==> config.mk <==
export PLATFORM = sky130hd
export DESIGN_NAME = power_mode_controller
export DESIGN_NICKNAME = d
export VERILOG_FILES = /design/src/hdl/pmc_pkg.sv /design/src/hdl/rate_divider.sv /design/src/hdl/power_mode_controller.sv
export VERILOG_INCLUDE_DIRS = /design/src /design/src/hdl
export SDC_FILE = /design/constraint.sdc
export NUM_CORES = 1
export LEC_CHECK = 0
export BUFFER_PORTS_ARGS = -buffer_cell sky130_fd_sc_hd__clkbuf_2
export CAP_MARGIN = 5
export CORE_UTILIZATION = 47
export CTS_CLUSTER_SIZE = 12
export DETAILED_ROUTE_END_ITERATION = 16
export GPL_TIMING_DRIVEN = 0
export PLACE_DENSITY = 0.78
export SLEW_MARGIN = 20
export SYNTH_ARGS = -nofsm -noshare
export SYNTH_HDL_FRONTEND = slang
export SYNTH_SLANG_ARGS = --single-unit
export TNS_END_PERCENT = 100
==> constraint.sdc <==
create_clock -name pclk -period 1.75 [get_ports pclk]
set_clock_uncertainty 0.05 [all_clocks]
set_input_delay 0.35 -clock pclk [delete_from_list [all_inputs] [get_ports pclk]]
set_output_delay 0.35 -clock pclk [all_outputs]
set_load 0.1 [all_outputs]
==> src/hdl/pmc_defines.svh <==
`ifndef PMC_DEFINES_SVH
`define PMC_DEFINES_SVH

// Register byte offsets
`define OFS_CTRL 12'h000
`define OFS_STATUS 12'h004
`define OFS_CONV 12'h008

// Control register fields
`define CTRL_VLP_BIT 0
`define CTRL_PSTOP_EN_BIT 1
`define CTRL_PSTOP_BUS_BIT 2
`define CTRL_VLP_RADIO_BIT 3

// Converter register fields
`define CONV_SW_SEL_BIT 0
`define CONV_SW_PULSED_BIT 1

// Reset values
`define CTRL_RST 4'h0
`define CONV_RST 2'h0

// Timing: flash access rate in low power run, MHz, and clock rate in MHz
`define FLASH_LP_MHZ 1
`define PCLK_MHZ 100
`define FLASH_DIV (`PCLK_MHZ / `FLASH_LP_MHZ)
`define CORE_LP_MHZ 4
`define CORE_DIV (`PCLK_MHZ / `CORE_LP_MHZ)

`endif

==> src/hdl/pmc_pkg.sv <==
package pmc_pkg;
    typedef enum logic [3:0] {
        ST_RUN = 4'h0,
        ST_WAIT = 4'h1,
        ST_STOP = 4'h2,
        ST_PSTOP_BA = 4'h3,
        ST_PSTOP_BG = 4'h4,
        ST_VLP_RUN = 4'h5,
        ST_VLP_WAIT = 4'h6,
        ST_VLP_STOP = 4'h7
    } pmode_t;
endpackage : pmc_pkg

==> src/hdl/rate_divider.sv <==
`timescale 1ns/10ps
module rate_divider #(
    parameter int DIV = 100
) (
    input wire logic pclk,          // Clock
    input wire logic presetn,       // Async reset, low
    input wire logic en,            // Run the divider
    output logic tick               // One-cycle enable pulse
);
    localparam int W = $clog2(DIV + 1);
    logic [W-1:0] cnt_r;
    logic [W-1:0] cnt_nxt;
    logic tick_nxt;

    always_comb begin
        cnt_nxt = cnt_r;
        tick_nxt = 1'b0;
        if (!en) begin
            cnt_nxt = '0;
        end else if (cnt_r == W'(DIV - 1)) begin
            cnt_nxt = '0;
            tick_nxt = 1'b1;
        end else begin
            cnt_nxt = cnt_r + W'(1);
        end
    end

    always_ff @(posedge pclk or negedge presetn) begin
        if (!presetn) begin
            cnt_r <= '0;
            tick <= 1'b0;
        end else begin
            cnt_r <= cnt_nxt;
            tick <= tick_nxt;
        end
    end
endmodule : rate_divider

==> src/hdl/power_mode_controller.sv <==
`timescale 1ns/10ps
`include "pmc_defines.svh"
// Contract
// - Wait-for-interrupt enters stop when deep sleep select set, else wait.
// - Each run mode, normal or low power, has its own wait and stop.
// - Pin states are held unchanged in every power mode; io_hold holds them in wait and stop modes only, not in either run mode.
// - Normal wait stops CPU clock, peripherals run, interrupt resumes CPU.
// - Normal stop is static, registers kept, voltage detect on.
// - Partial stop bus active: core, system clocks gated; bus, generators run.
// - Partial stop bus gated: core, system, bus gated; generators run.
// - Low power run: 1MHz flash, regulator low power, detect off, 4MHz core.
// - Continuous converter disables biasing in low power run and wait.
// - Radio allowed in low power run only with continuous converter.
// - Low power wait is low power run with CPU asleep; interrupt wakes.
// - Strap low selects boost; strap high selects buck.
// - Continuous or pulsed chosen by hardware pin or software bit.
// - Power switch input controls converter power-up and bypass.
// - Power-stable output releases the chip power-on reset.
// - Radio logic kept in state retention during any stop mode.
module power_mode_controller (
    input wire logic pclk,                 // Clock, 100 MHz
    input wire logic presetn,              // Async reset, low
    input wire logic [11:0] paddr,         // APB address
    input wire logic psel,                 // APB select
    input wire logic penable,              // APB enable
    input wire logic pwrite,               // APB direction
    input wire logic [31:0] pwdata,        // APB write data
    output logic [31:0] prdata,            // APB read data
    output logic pready,                   // APB ready
    output logic pslverr,                  // APB error
    input wire logic wait_for_interrupt_instr, // Core sleep request pulse
    input wire logic deep_sleep_select,    // Core deep sleep bit
    input wire logic irq_pending,          // Any enabled interrupt, pin
    input wire logic cfg_strap,            // Converter strap pin
    input wire logic hw_pulsed,            // Hardware pulsed request pin
    input wire logic power_switch,         // Power switch pin
    input wire logic conv_output_ok,       // Converter output in range
    output logic cpu_clk_en,               // Core clock enable
    output logic sys_clk_en,               // System clock enable
    output logic bus_clk_en,               // Bus clock enable
    output logic bus_stop_req,             // Bus masters, slaves stop
    output logic clkgen_run,               // Clock generators running
    output logic reg_low_power,            // Regulator low power mode
    output logic low_voltage_detect,       // Low voltage detect enable
    output logic flash_tick,               // Low power flash access pulse
    output logic core_lp_tick,             // Low power core clock pulse
    output logic io_hold,                  // Pin state hold
    output logic radio_retain,             // Radio state retention
    output logic radio_allow,              // Radio operation permitted
    output logic conv_boost,               // Converter boost selected
    output logic conv_pulsed,              // Converter pulsed operation
    output logic conv_bias_en,             // Converter biasing enable
    output logic conv_bypass,              // Converter bypass
    output logic power_stable,             // Chip power-on reset release
    output pmc_pkg::pmode_t mode           // Current power mode
);
    import pmc_pkg::*;

    // Pin synchronisers
    // Only the second stage feeds logic; the first may be metastable
    logic [4:0] sync1_r;
    logic [4:0] sync2_r;
    logic irq_s;
    logic strap_s;
    logic hwp_s;
    logic psw_s;
    logic ok_s;
    always_ff @(posedge pclk or negedge presetn) begin
        if (!presetn) begin
            sync1_r <= 5'h00;
            sync2_r <= 5'h00;
        end else begin
            sync1_r <= {conv_output_ok, power_switch, hw_pulsed, cfg_strap,
                        irq_pending};
            sync2_r <= sync1_r;
        end
    end
    assign irq_s = sync2_r[0];
    assign strap_s = sync2_r[1];
    assign hwp_s = sync2_r[2];
    assign psw_s = sync2_r[3];
    assign ok_s = sync2_r[4];

    // Registers
    logic [3:0] ctrl_r;
    logic [3:0] ctrl_nxt;
    logic [1:0] conv_r;
    logic [1:0] conv_nxt;
    logic [31:0] prdata_nxt;
    logic access;
    logic mapped;
    assign access = psel && penable;
    assign pready = 1'b1;
    assign mapped = (paddr == `OFS_CTRL) || (paddr == `OFS_STATUS) ||
                    (paddr == `OFS_CONV);
    // Unmapped accesses error; writes to them are dropped
    assign pslverr = access && !mapped;

    // Read data is taken in the setup cycle and stands through access
    always_comb begin
        ctrl_nxt = ctrl_r;
        conv_nxt = conv_r;
        prdata_nxt = prdata;
        if (psel && !penable && !pwrite) begin
            unique case (paddr)
                `OFS_CTRL: prdata_nxt = {28'h0, ctrl_r};
                `OFS_STATUS: prdata_nxt = {22'h0, power_stable, conv_bypass,
                    conv_pulsed, conv_boost, radio_retain, io_hold, mode};
                `OFS_CONV: prdata_nxt = {30'h0, conv_r};
                default: prdata_nxt = 32'h0;
            endcase
        end
        if (access && pwrite) begin
            if (paddr == `OFS_CTRL) begin
                ctrl_nxt = pwdata[3:0];
            end
            if (paddr == `OFS_CONV) begin
                conv_nxt = pwdata[1:0];
            end
        end
    end

    always_ff @(posedge pclk or negedge presetn) begin
        if (!presetn) begin
            ctrl_r <= `CTRL_RST;
            conv_r <= `CONV_RST;
            prdata <= 32'h0;
        end else begin
            ctrl_r <= ctrl_nxt;
            conv_r <= conv_nxt;
            prdata <= prdata_nxt;
        end
    end

    // Mode state machine
    pmode_t mode_r;
    pmode_t mode_nxt;
    logic vlp_run;
    assign mode = mode_r;

    always_comb begin
        mode_nxt = mode_r;
        unique case (mode_r)
            ST_RUN, ST_VLP_RUN: begin
                vlp_run = (mode_r == ST_VLP_RUN);
                // A sleep request beats a run mode change
                if (wait_for_interrupt_instr) begin
                    if (deep_sleep_select) begin
                        // Partial stop is offered from normal run only
                        // per-run stop mode
                        if (vlp_run) begin
                            mode_nxt = ST_VLP_STOP;
                        end else if (ctrl_r[`CTRL_PSTOP_EN_BIT]) begin
                            mode_nxt = ctrl_r[`CTRL_PSTOP_BUS_BIT] ?
                                ST_PSTOP_BG : ST_PSTOP_BA;
                        end else begin
                            mode_nxt = ST_STOP;
                        end
                    end else begin
                        mode_nxt = vlp_run ? ST_VLP_WAIT : ST_WAIT;
                    end
                end else if (ctrl_r[`CTRL_VLP_BIT] != vlp_run) begin
                    mode_nxt = ctrl_r[`CTRL_VLP_BIT] ? ST_VLP_RUN : ST_RUN;
                end
            end
            ST_WAIT, ST_STOP, ST_PSTOP_BA, ST_PSTOP_BG, ST_VLP_WAIT,
            ST_VLP_STOP: begin
                vlp_run = 1'b0;
                // Wake sees the synchronised interrupt
                // wake to entering run mode
                if (irq_s) begin
                    mode_nxt = (mode_r == ST_VLP_WAIT ||
                        mode_r == ST_VLP_STOP) ? ST_VLP_RUN : ST_RUN;
                end
            end
            // Unused codes fall back to normal run
            default: begin
                vlp_run = 1'b0;
                mode_nxt = ST_RUN;
            end
        endcase
    end

    always_ff @(posedge pclk or negedge presetn) begin
        if (!presetn) begin
            mode_r <= ST_RUN;
        end else begin
            mode_r <= mode_nxt;
        end
    end

    // Clock and domain controls
    logic is_vlp;
    logic is_stop;
    logic cpu_nxt;
    logic sys_nxt;
    logic bus_nxt;
    logic bstop_nxt;
    always_comb begin
        is_vlp = (mode_r == ST_VLP_RUN) || (mode_r == ST_VLP_WAIT) ||
                 (mode_r == ST_VLP_STOP);
        is_stop = (mode_r == ST_STOP) || (mode_r == ST_VLP_STOP) ||
                  (mode_r == ST_PSTOP_BA) || (mode_r == ST_PSTOP_BG);
        cpu_nxt = (mode_r == ST_RUN) || (mode_r == ST_VLP_RUN);
        sys_nxt = cpu_nxt || (mode_r == ST_WAIT) || (mode_r == ST_VLP_WAIT);
        bus_nxt = sys_nxt || (mode_r == ST_PSTOP_BA);
        bstop_nxt = (mode_r == ST_PSTOP_BG) || (mode_r == ST_STOP) ||
                    (mode_r == ST_VLP_STOP);
    end

    // Registered so the clock gates never see a decode glitch
    always_ff @(posedge pclk or negedge presetn) begin
        if (!presetn) begin
            // Reset leaves normal run with every clock on
            cpu_clk_en <= 1'b1;
            sys_clk_en <= 1'b1;
            bus_clk_en <= 1'b1;
            bus_stop_req <= 1'b0;
            clkgen_run <= 1'b1;
            reg_low_power <= 1'b0;
            low_voltage_detect <= 1'b1;
            radio_retain <= 1'b0;
            radio_allow <= 1'b1;
            conv_bias_en <= 1'b1;
        end else begin
            cpu_clk_en <= cpu_nxt;
            sys_clk_en <= sys_nxt;
            bus_clk_en <= bus_nxt;
            bus_stop_req <= bstop_nxt;
            clkgen_run <= (mode_r != ST_STOP) && (mode_r != ST_VLP_STOP);
            // regulator and detect in low power
            reg_low_power <= is_vlp;
            low_voltage_detect <= !is_vlp;
            radio_retain <= is_stop;
            // Pulsed converter cannot carry the radio in low power run
            // radio permission
            radio_allow <= !is_stop && (!is_vlp ||
                (!conv_pulsed && ctrl_r[`CTRL_VLP_RADIO_BIT]));
            // bias off in low power continuous
            conv_bias_en <= !(conv_pulsed == 1'b0 &&
                (mode_r == ST_VLP_RUN || mode_r == ST_VLP_WAIT));
        end
    end

    // Follows the registered core enable, so it cannot glitch
    // pins held in every wait and stop mode, not in low power run
    assign io_hold = !cpu_clk_en;

    // low power flash and core rates
    rate_divider #(
        .DIV(`FLASH_DIV)
    ) u_flash_div (
        .pclk(pclk),
        .presetn(presetn),
        .en(reg_low_power),
        .tick(flash_tick)
    );
    // Core rate stops and its count clears while the CPU sleeps
    // low power core rate while awake
    rate_divider #(
        .DIV(`CORE_DIV)
    ) u_core_div (
        .pclk(pclk),
        .presetn(presetn),
        .en(reg_low_power && cpu_clk_en),
        .tick(core_lp_tick)
    );

    // Converter controls
    logic boost_nxt;
    logic pulsed_nxt;
    always_comb begin
        boost_nxt = !strap_s;
        pulsed_nxt = conv_r[`CONV_SW_SEL_BIT] ?
            conv_r[`CONV_SW_PULSED_BIT] : hwp_s;
    end

    always_ff @(posedge pclk or negedge presetn) begin
        if (!presetn) begin
            conv_boost <= 1'b0;
            conv_pulsed <= 1'b0;
            conv_bypass <= 1'b1;
            power_stable <= 1'b0;
        end else begin
            conv_boost <= boost_nxt;
            conv_pulsed <= pulsed_nxt;
            conv_bypass <= !psw_s;
            // Bypass needs no regulation, so supply is stable at once
            // stable when bypassed or output good
            power_stable <= !psw_s || ok_s;
        end
    end
endmodule : power_mode_controller

==> results of run 1 <==
[metal layers]
layer / global-route usage (%) / wire length [um] / share of wire (%) / up-vias
met5: 0 / 0 / 0 / -
met4: 11.32 / 112 / 2.5 / 0
met3: 5.026 / 257 / 5.7 / 10
met2: 28.27 / 2197 / 49 / 64
met1: 21.01 / 1907 / 43 / 852
li1: - / - / - / 887
[timing repair]
item | in CTS | in global routing
gates resized for setup | 6 | 0
setup endpoints to repair | 3 | 1
setup buffers | 1 | 0
pin swaps | 3 | 2
[where the power goes]
part | total (W) | switching [W] | internal [W]
logic | 0.000885 | 0.000726 | 0.000159
clock network | 0.00127 | 0.000498 | 0.000771
registers | 0.00142 | 0.0000323 | 0.00139
total | 0.00358 | 0.00126 | 0.00232
[logic make-up (layout without fill, tap and decap cells)]
kind of cell    Yosys count  after routing  share of synthesized area [%]
fa+ha+maj                 3              3                          1.484
simple gates             66             66                          14.74
xor+xnor                 11             11                          3.808
flops                    57             57                          56.78
buf+inv                  45            119                          10.43
mux                      10             10                          4.302
compound gates           27             27                          8.161
other cells               2             24                         0.2968
[final cells by class]
class                      count  area (um^2)
fill                         428         1872
sequential                    57         1444
multi-input combinational    141        927.1
timing repair buffer          58        326.6
buffer                        30        207.7
clock buffer                  12        165.2
tap                           70        87.58
inverter                      15        60.06
clock inverter                 4        50.05
[per-stage QoR]
stage	hold slack (ns)	util [%]	setup TNS (ns)	worst slack (ns)
finish	0.06029	63.58	-0.07919	-0.07919
global route	0.05542	63.58	-0.1035	-0.1035
CTS	0.05819	63.58	-0.08098	-0.08098
detailed placement	0.2858	58.64	-0.8068	-0.3122
global placement	0.2811	58.59	-0.6296	-0.3062
floorplan	0.004409	-	-0.08748	-0.05050
[sequential cells by signal (all words and copies together) (netlist names), 2 cells and up]
register,count
u_flash_div.cnt_r,7
conv_r,2
sync1_r,5
sync2_r,5
ctrl_r,4
mode,3
prdata,10
u_core_div.cnt_r,5
[cell usage in the layout, fill, tap and decap left out, drive strengths merged, types with 6 or more instances in the layout]
cell type / Yosys / layout
clkbuf: 4 / 73
mux2: 7 / 7
buf: 26 / 27
conb: 2 / 24
dfstp: 8 / 8
a22o: 6 / 6
nor2: 20 / 20
xnor2: 6 / 6
nand3: 9 / 9
inv: 15 / 14
dfrtp: 49 / 49
nand2: 13 / 13
[synthesized netlist by cell type, drive strengths merged (3+ instances only)]
cell	n	share of area, %
clkbuf	4	0.59
nand3	9	2.5
nand2b	5	1.2
a21oi	3	0.59
o21ai	3	0.59
dfstp	8	8.3
ha	3	1.5
xnor2	6	2.1
nand2	13	1.9
buf	26	7.6
mux2i	3	1.2
a22o	6	2.3
inv	15	2.2
mux2	7	3.1
xor2	5	1.7
dfrtp	49	48
nor2	20	3.6
and3	3	0.74
[path summary, 6_finish.rpt]
path / from / to / slack, ns / depth (start not counted)
worst max-delay path: paddr[1] / pslverr / -0.08 / 5
worst min-delay path: presetn / prdata[5] / 0.06 / 1
worst max register to register: mode[0] / mode[0] / 0.34 / 5
worst min register to register: sync1_r[1] / sync2_r[1] / 0.30 / 0
max in group asynchronous: presetn / mode[0] / 1.06 / 1
min in group pclk: hw_pulsed / sync1_r[2] / 0.07 / 1
==> flow_summary.json, run 1 <==
{
  "setup_viol": 1,
  "drv_slew": 0,
  "cp.arrival_ns": 1.43,
  "tightest_slew_ns": 0.7414,
  "areaGrowthSynthToFinish_pct": 29.18,
  "post-route-period-util_pct": 104.5,
  "timing.max_cap.violations": 0,
  "rows": 26,
  "yosysWarnings": 0,
  "drt-pass1-iter-count": 4,
  "dpl_cell_area_mm2": 0.003014,
  "grt_pass1_vias": 1612,
  "fin_area_mm2": 0.003268,
  "path_class": "in -> out",
  "die_h_um": 75.37,
  "place_hpwl_um": 3351,
  "async_flop_share_pct": 100.0,
  "crit_chain": "clkbuf_2 > or4_4 > nor2_8 > a31oi_4 > clkbuf_16",
  "max_freq_ghz": 0.5467,
  "wl_per_cell_um": 11.56,
  "ir_drop_mv": 0.5073,
  "finalNetCount": 371,
  "layoutNonFillerInstCount": 387,
  "io_buffer_count": 57,
  "status": "finished, violations left",
  "violations": "negative setup slack",
  "slew_headroom_pct": 50.57,
  "h-tree-depth": 3,
  "cp.required_ns": 1.35,
  "min_path_type": "in -> async",
  "cts_buffers": 9,
  "root_buffer": "clkbuf_8",
  "drive_gt1_share_pct": 40.38,
  "slowest_delay_ns": 0.56,
  "drc_errors": 0,
  "drt_iter0_drc": 59,
  "detail-route-antenna-nets": 0,
  "ys.flop_type": "dfrtp_1",
  "p_per_area_mw_per_mm2": 1095,
  "antenna_found_initial": 0,
  "avgViaCountPerCell": 4.685,
  "yosys.cell_types.count": 48,
  "hold_buffers": 0,
  "setup_slack_ns": -0.07919,
  "syn_inst": 221,
  "ios": 111,
  "cp_max_fo": 2,
  "placed_cells": 370,
  "netlist_area_mm2": 0.002530,
  "initial_utilization_pct": 49.22,
  "rsz0062_at_grt": "true",
  "cts_tree": "built",
  "worstSkewPairLatency_ns": 0.33,
  "leakagePower_nw": 1.641,
  "synth_edf_count": 0,
  "die_w_um": 75.37,
  "num_vias": 1813,
  "ys_ff_latch": 57,
  "grt_max_degree": 58,
  "cp_top_family": "simple AND/OR/NAND/NOR gates",
  "track_usage_pct": 17.66,
  "overflow": 0,
  "path_buf_inv": 2,
  "place.gp.congestion": 0.9061,
  "worst_setup_path_start_kind": "input port",
  "grt_pass1_wl_um": 7113,
  "hold_viol_final": 0,
  "antenna_cells": 0,
  "clkTransAtPathRegs_ns": 0.06,
  "cp_slowest_cell": "or4_4",
  "fp.dieArea_mm2": 0.005680,
  "ys_seq_area_share_pct": 56.78,
  "wl_um": 4475,
  "clockBufferDepth": 2,
  "crit_path_end_kind": "primary output",
  "period_needed_ns": 1.829,
  "p_total_w": 0.003577,
  "syn_avg_cell_area_um2": 11.45,
  "core_region_area_mm2": 0.005140,
  "numClockSinks": 57
}
Power figures use the tool's default switching activity.
==> run 2, diff against run 1 <==
--- a/config.mk
+++ b/config.mk
@@ -12,7 +12,9 @@
 export CTS_CLUSTER_SIZE = 12
 export DETAILED_ROUTE_END_ITERATION = 16
 export GPL_TIMING_DRIVEN = 0
+export HOLD_SLACK_MARGIN = 0.1
 export PLACE_DENSITY = 0.78
+export SETUP_SLACK_MARGIN = 0.3
 export SLEW_MARGIN = 20
 export SYNTH_ARGS = -nofsm -noshare
 export SYNTH_HDL_FRONTEND = slang
==> run 2 against run 1 <==
Compared with the run above:
- the flow still finishes with violations (negative setup slack)
- combinational power grew 25%
- clock-buffer cell count grew 2
- core utilization grew 11 points
- largest cell class unchanged
==> flow_summary.json, run 2 (synthesis results as in run 1) <==
{
  "cts_tree": "built",
  "drv_slew": 0,
  "die_w_um": 75.37,
  "avgViaCountPerCell": 4.793,
  "place_hpwl_um": 3580,
  "ir_drop_mv": 0.7112,
  "grt_pass1_wl_um": 8797,
  "clockBufferDepth": 2,
  "tightest_slew_ns": 0.7063,
  "cts_buffers": 9,
  "period_needed_ns": 1.830,
  "layout_common_cells": "dfrtp_1, buf_4, clkbuf_2",
  "drt_iter0_drc": 100,
  "p_per_area_mw_per_mm2": 965.7,
  "numClockSinks": 57,
  "setup_slack_ns": -0.08050,
  "path_class": "in -> out",
  "max_freq_ghz": 0.5463,
  "h-tree-depth": 3,
  "hold_viol_final": 0,
  "post-route-period-util_pct": 104.6,
  "grt_max_degree": 58,
  "worst_setup_path_start_kind": "input port",
  "ff2ff_path_depth": 5,
  "min_path_type": "in -> reg",
  "layout_commonest_cell": "dfrtp_1",
  "overflow": 0,
  "initial_utilization_pct": 49.22,
  "status": "finished, violations left",
  "drc_errors": 0,
  "largest_reg_flops": 10,
  "setup_viol": 1,
  "top_register": "prdata",
  "wl_um": 5654,
  "leakagePower_nw": 1.898,
  "root_buffer": "clkbuf_8",
  "cp.arrival_ns": 1.43,
  "tns_ns": -0.08050,
  "wl_per_cell_um": 14.14,
  "slew_headroom_pct": 52.55,
  "placed_cells": 370,
  "drive_gt1_share_pct": 45.45,
  "place.gp.congestion": 0.8920,
  "io_buffer_count": 57,
  "layoutNonFillerInstCount": 400,
  "finalNetCount": 384,
  "num_vias": 1917,
  "grt_pass1_vias": 1926,
  "worstSkewPairLatency_ns": 0.33,
  "ios": 111,
  "violations": "negative setup slack",
  "track_usage_pct": 21.43,
  "dpl_cell_area_mm2": 0.003049,
  "core_region_area_mm2": 0.005140,
  "die_h_um": 75.37,
  "detail-route-antenna-nets": 0,
  "pre_cts_slack_ns": -0.3056,
  "reg.largest.list": "prdata (10), u_flash_div.cnt_r (7)",
  "antenna_found_initial": 0,
  "hold_ws_ns": 0.1967,
  "crit_path_end_kind": "primary output",
  "rows": 26,
  "clkTransAtPathRegs_ns": 0.07,
  "drt-pass1-iter-count": 4,
  "areaGrowthSynthToFinish_pct": 50.54,
  "fp.dieArea_mm2": 0.005680,
  "cp.required_ns": 1.35,
  "fin_area_mm2": 0.003809,
  "antenna_cells": 0,
  "timing.max_cap.violations": 0,
  "cp_max_fo": 2,
  "rsz0062_at_grt": "true",
  "holdPathStages": 2
}
==> run 2: cell types whose count changed in the layout (fill, tap and decap cells not counted), moves of 3 or more <==
cell / change
buf_4: +11
buf_6: +4
clkbuf_16: +13
clkbuf_2: -27
clkbuf_4: +5
clkbuf_8: +4
dfrtp_4: +3
dlygate4sd3_1: +6
mux2_1: -4
mux2_4: +6
==> run 2: layout make-up <==
type                    instances  area [um^2]
plain buffers                  30        226.5
clock buffers                  14        172.7
clock inverters                 2        12.51
fillers                       370         1331
inverters                      15        60.06
multi-input cells             141         1030
flip-flops and latches         57         1454
well taps                      70        87.58
repair buffers                 71        765.7
==> run 2: worst paths after layout <==
path,end,slack (ns),start
max,pslverr,-0.08,paddr[4]
min,ctrl_r[3],0.20,pwdata[3]
max reg2reg,prdata[4],0.24,cpu_clk_en
min reg2reg,sync2_r[0],0.30,sync1_r[0]
max in group asynchronous,mode[1],0.56,presetn
min in group asynchronous,u_core_div.cnt_r[4],0.55,presetn
==> run 2: per-layer routing <==
layer  vias to the layer above  routed length [um]  GRT usage (%)
met2                        75                2957          36.41
li1                        907                   -              -
met1                       919                2272          24.67
met3                        16                 294          5.820
met4                         0                 129          11.73
met5                         -                   0              0
==> run 2: timing repair <==
| item | CTS | global route |
|---|---|---|
| setup endpoints to repair | 35 | 45 |
| setup buffers | 5 | 3 |
| endpoints found under the hold margin | 54 | 0 |
| hold buffers | 6 | 0 |
| gates resized for setup | 65 | 28 |
| pin swaps | 2 | 8 |
==> run 2: through the flow <==
step,util [%],total power (W)
after floorplan,-,0.002194
final,74.10,0.003678
after global routing,74.10,0.003812
after CTS,71.86,0.003656
after global placement,59.27,0.002323
after detailed placement,59.32,0.002334
==> run 2: power breakdown <==
part	total, W	switching [W]	leakage [nW]	internal, W
sequential	0.00145	0.0000511	0.726	0.00140
clock	0.00112	0.000494	0.0927	0.000629
combinational	0.00111	0.000759	1.08	0.000348
==> run 2: worst max-delay path, stage by stage <==
cell	delay, ns
clkbuf_2	0.08
or4_4	0.56
nor2_8	0.14
a31oi_4	0.09
clkbuf_16	0.21
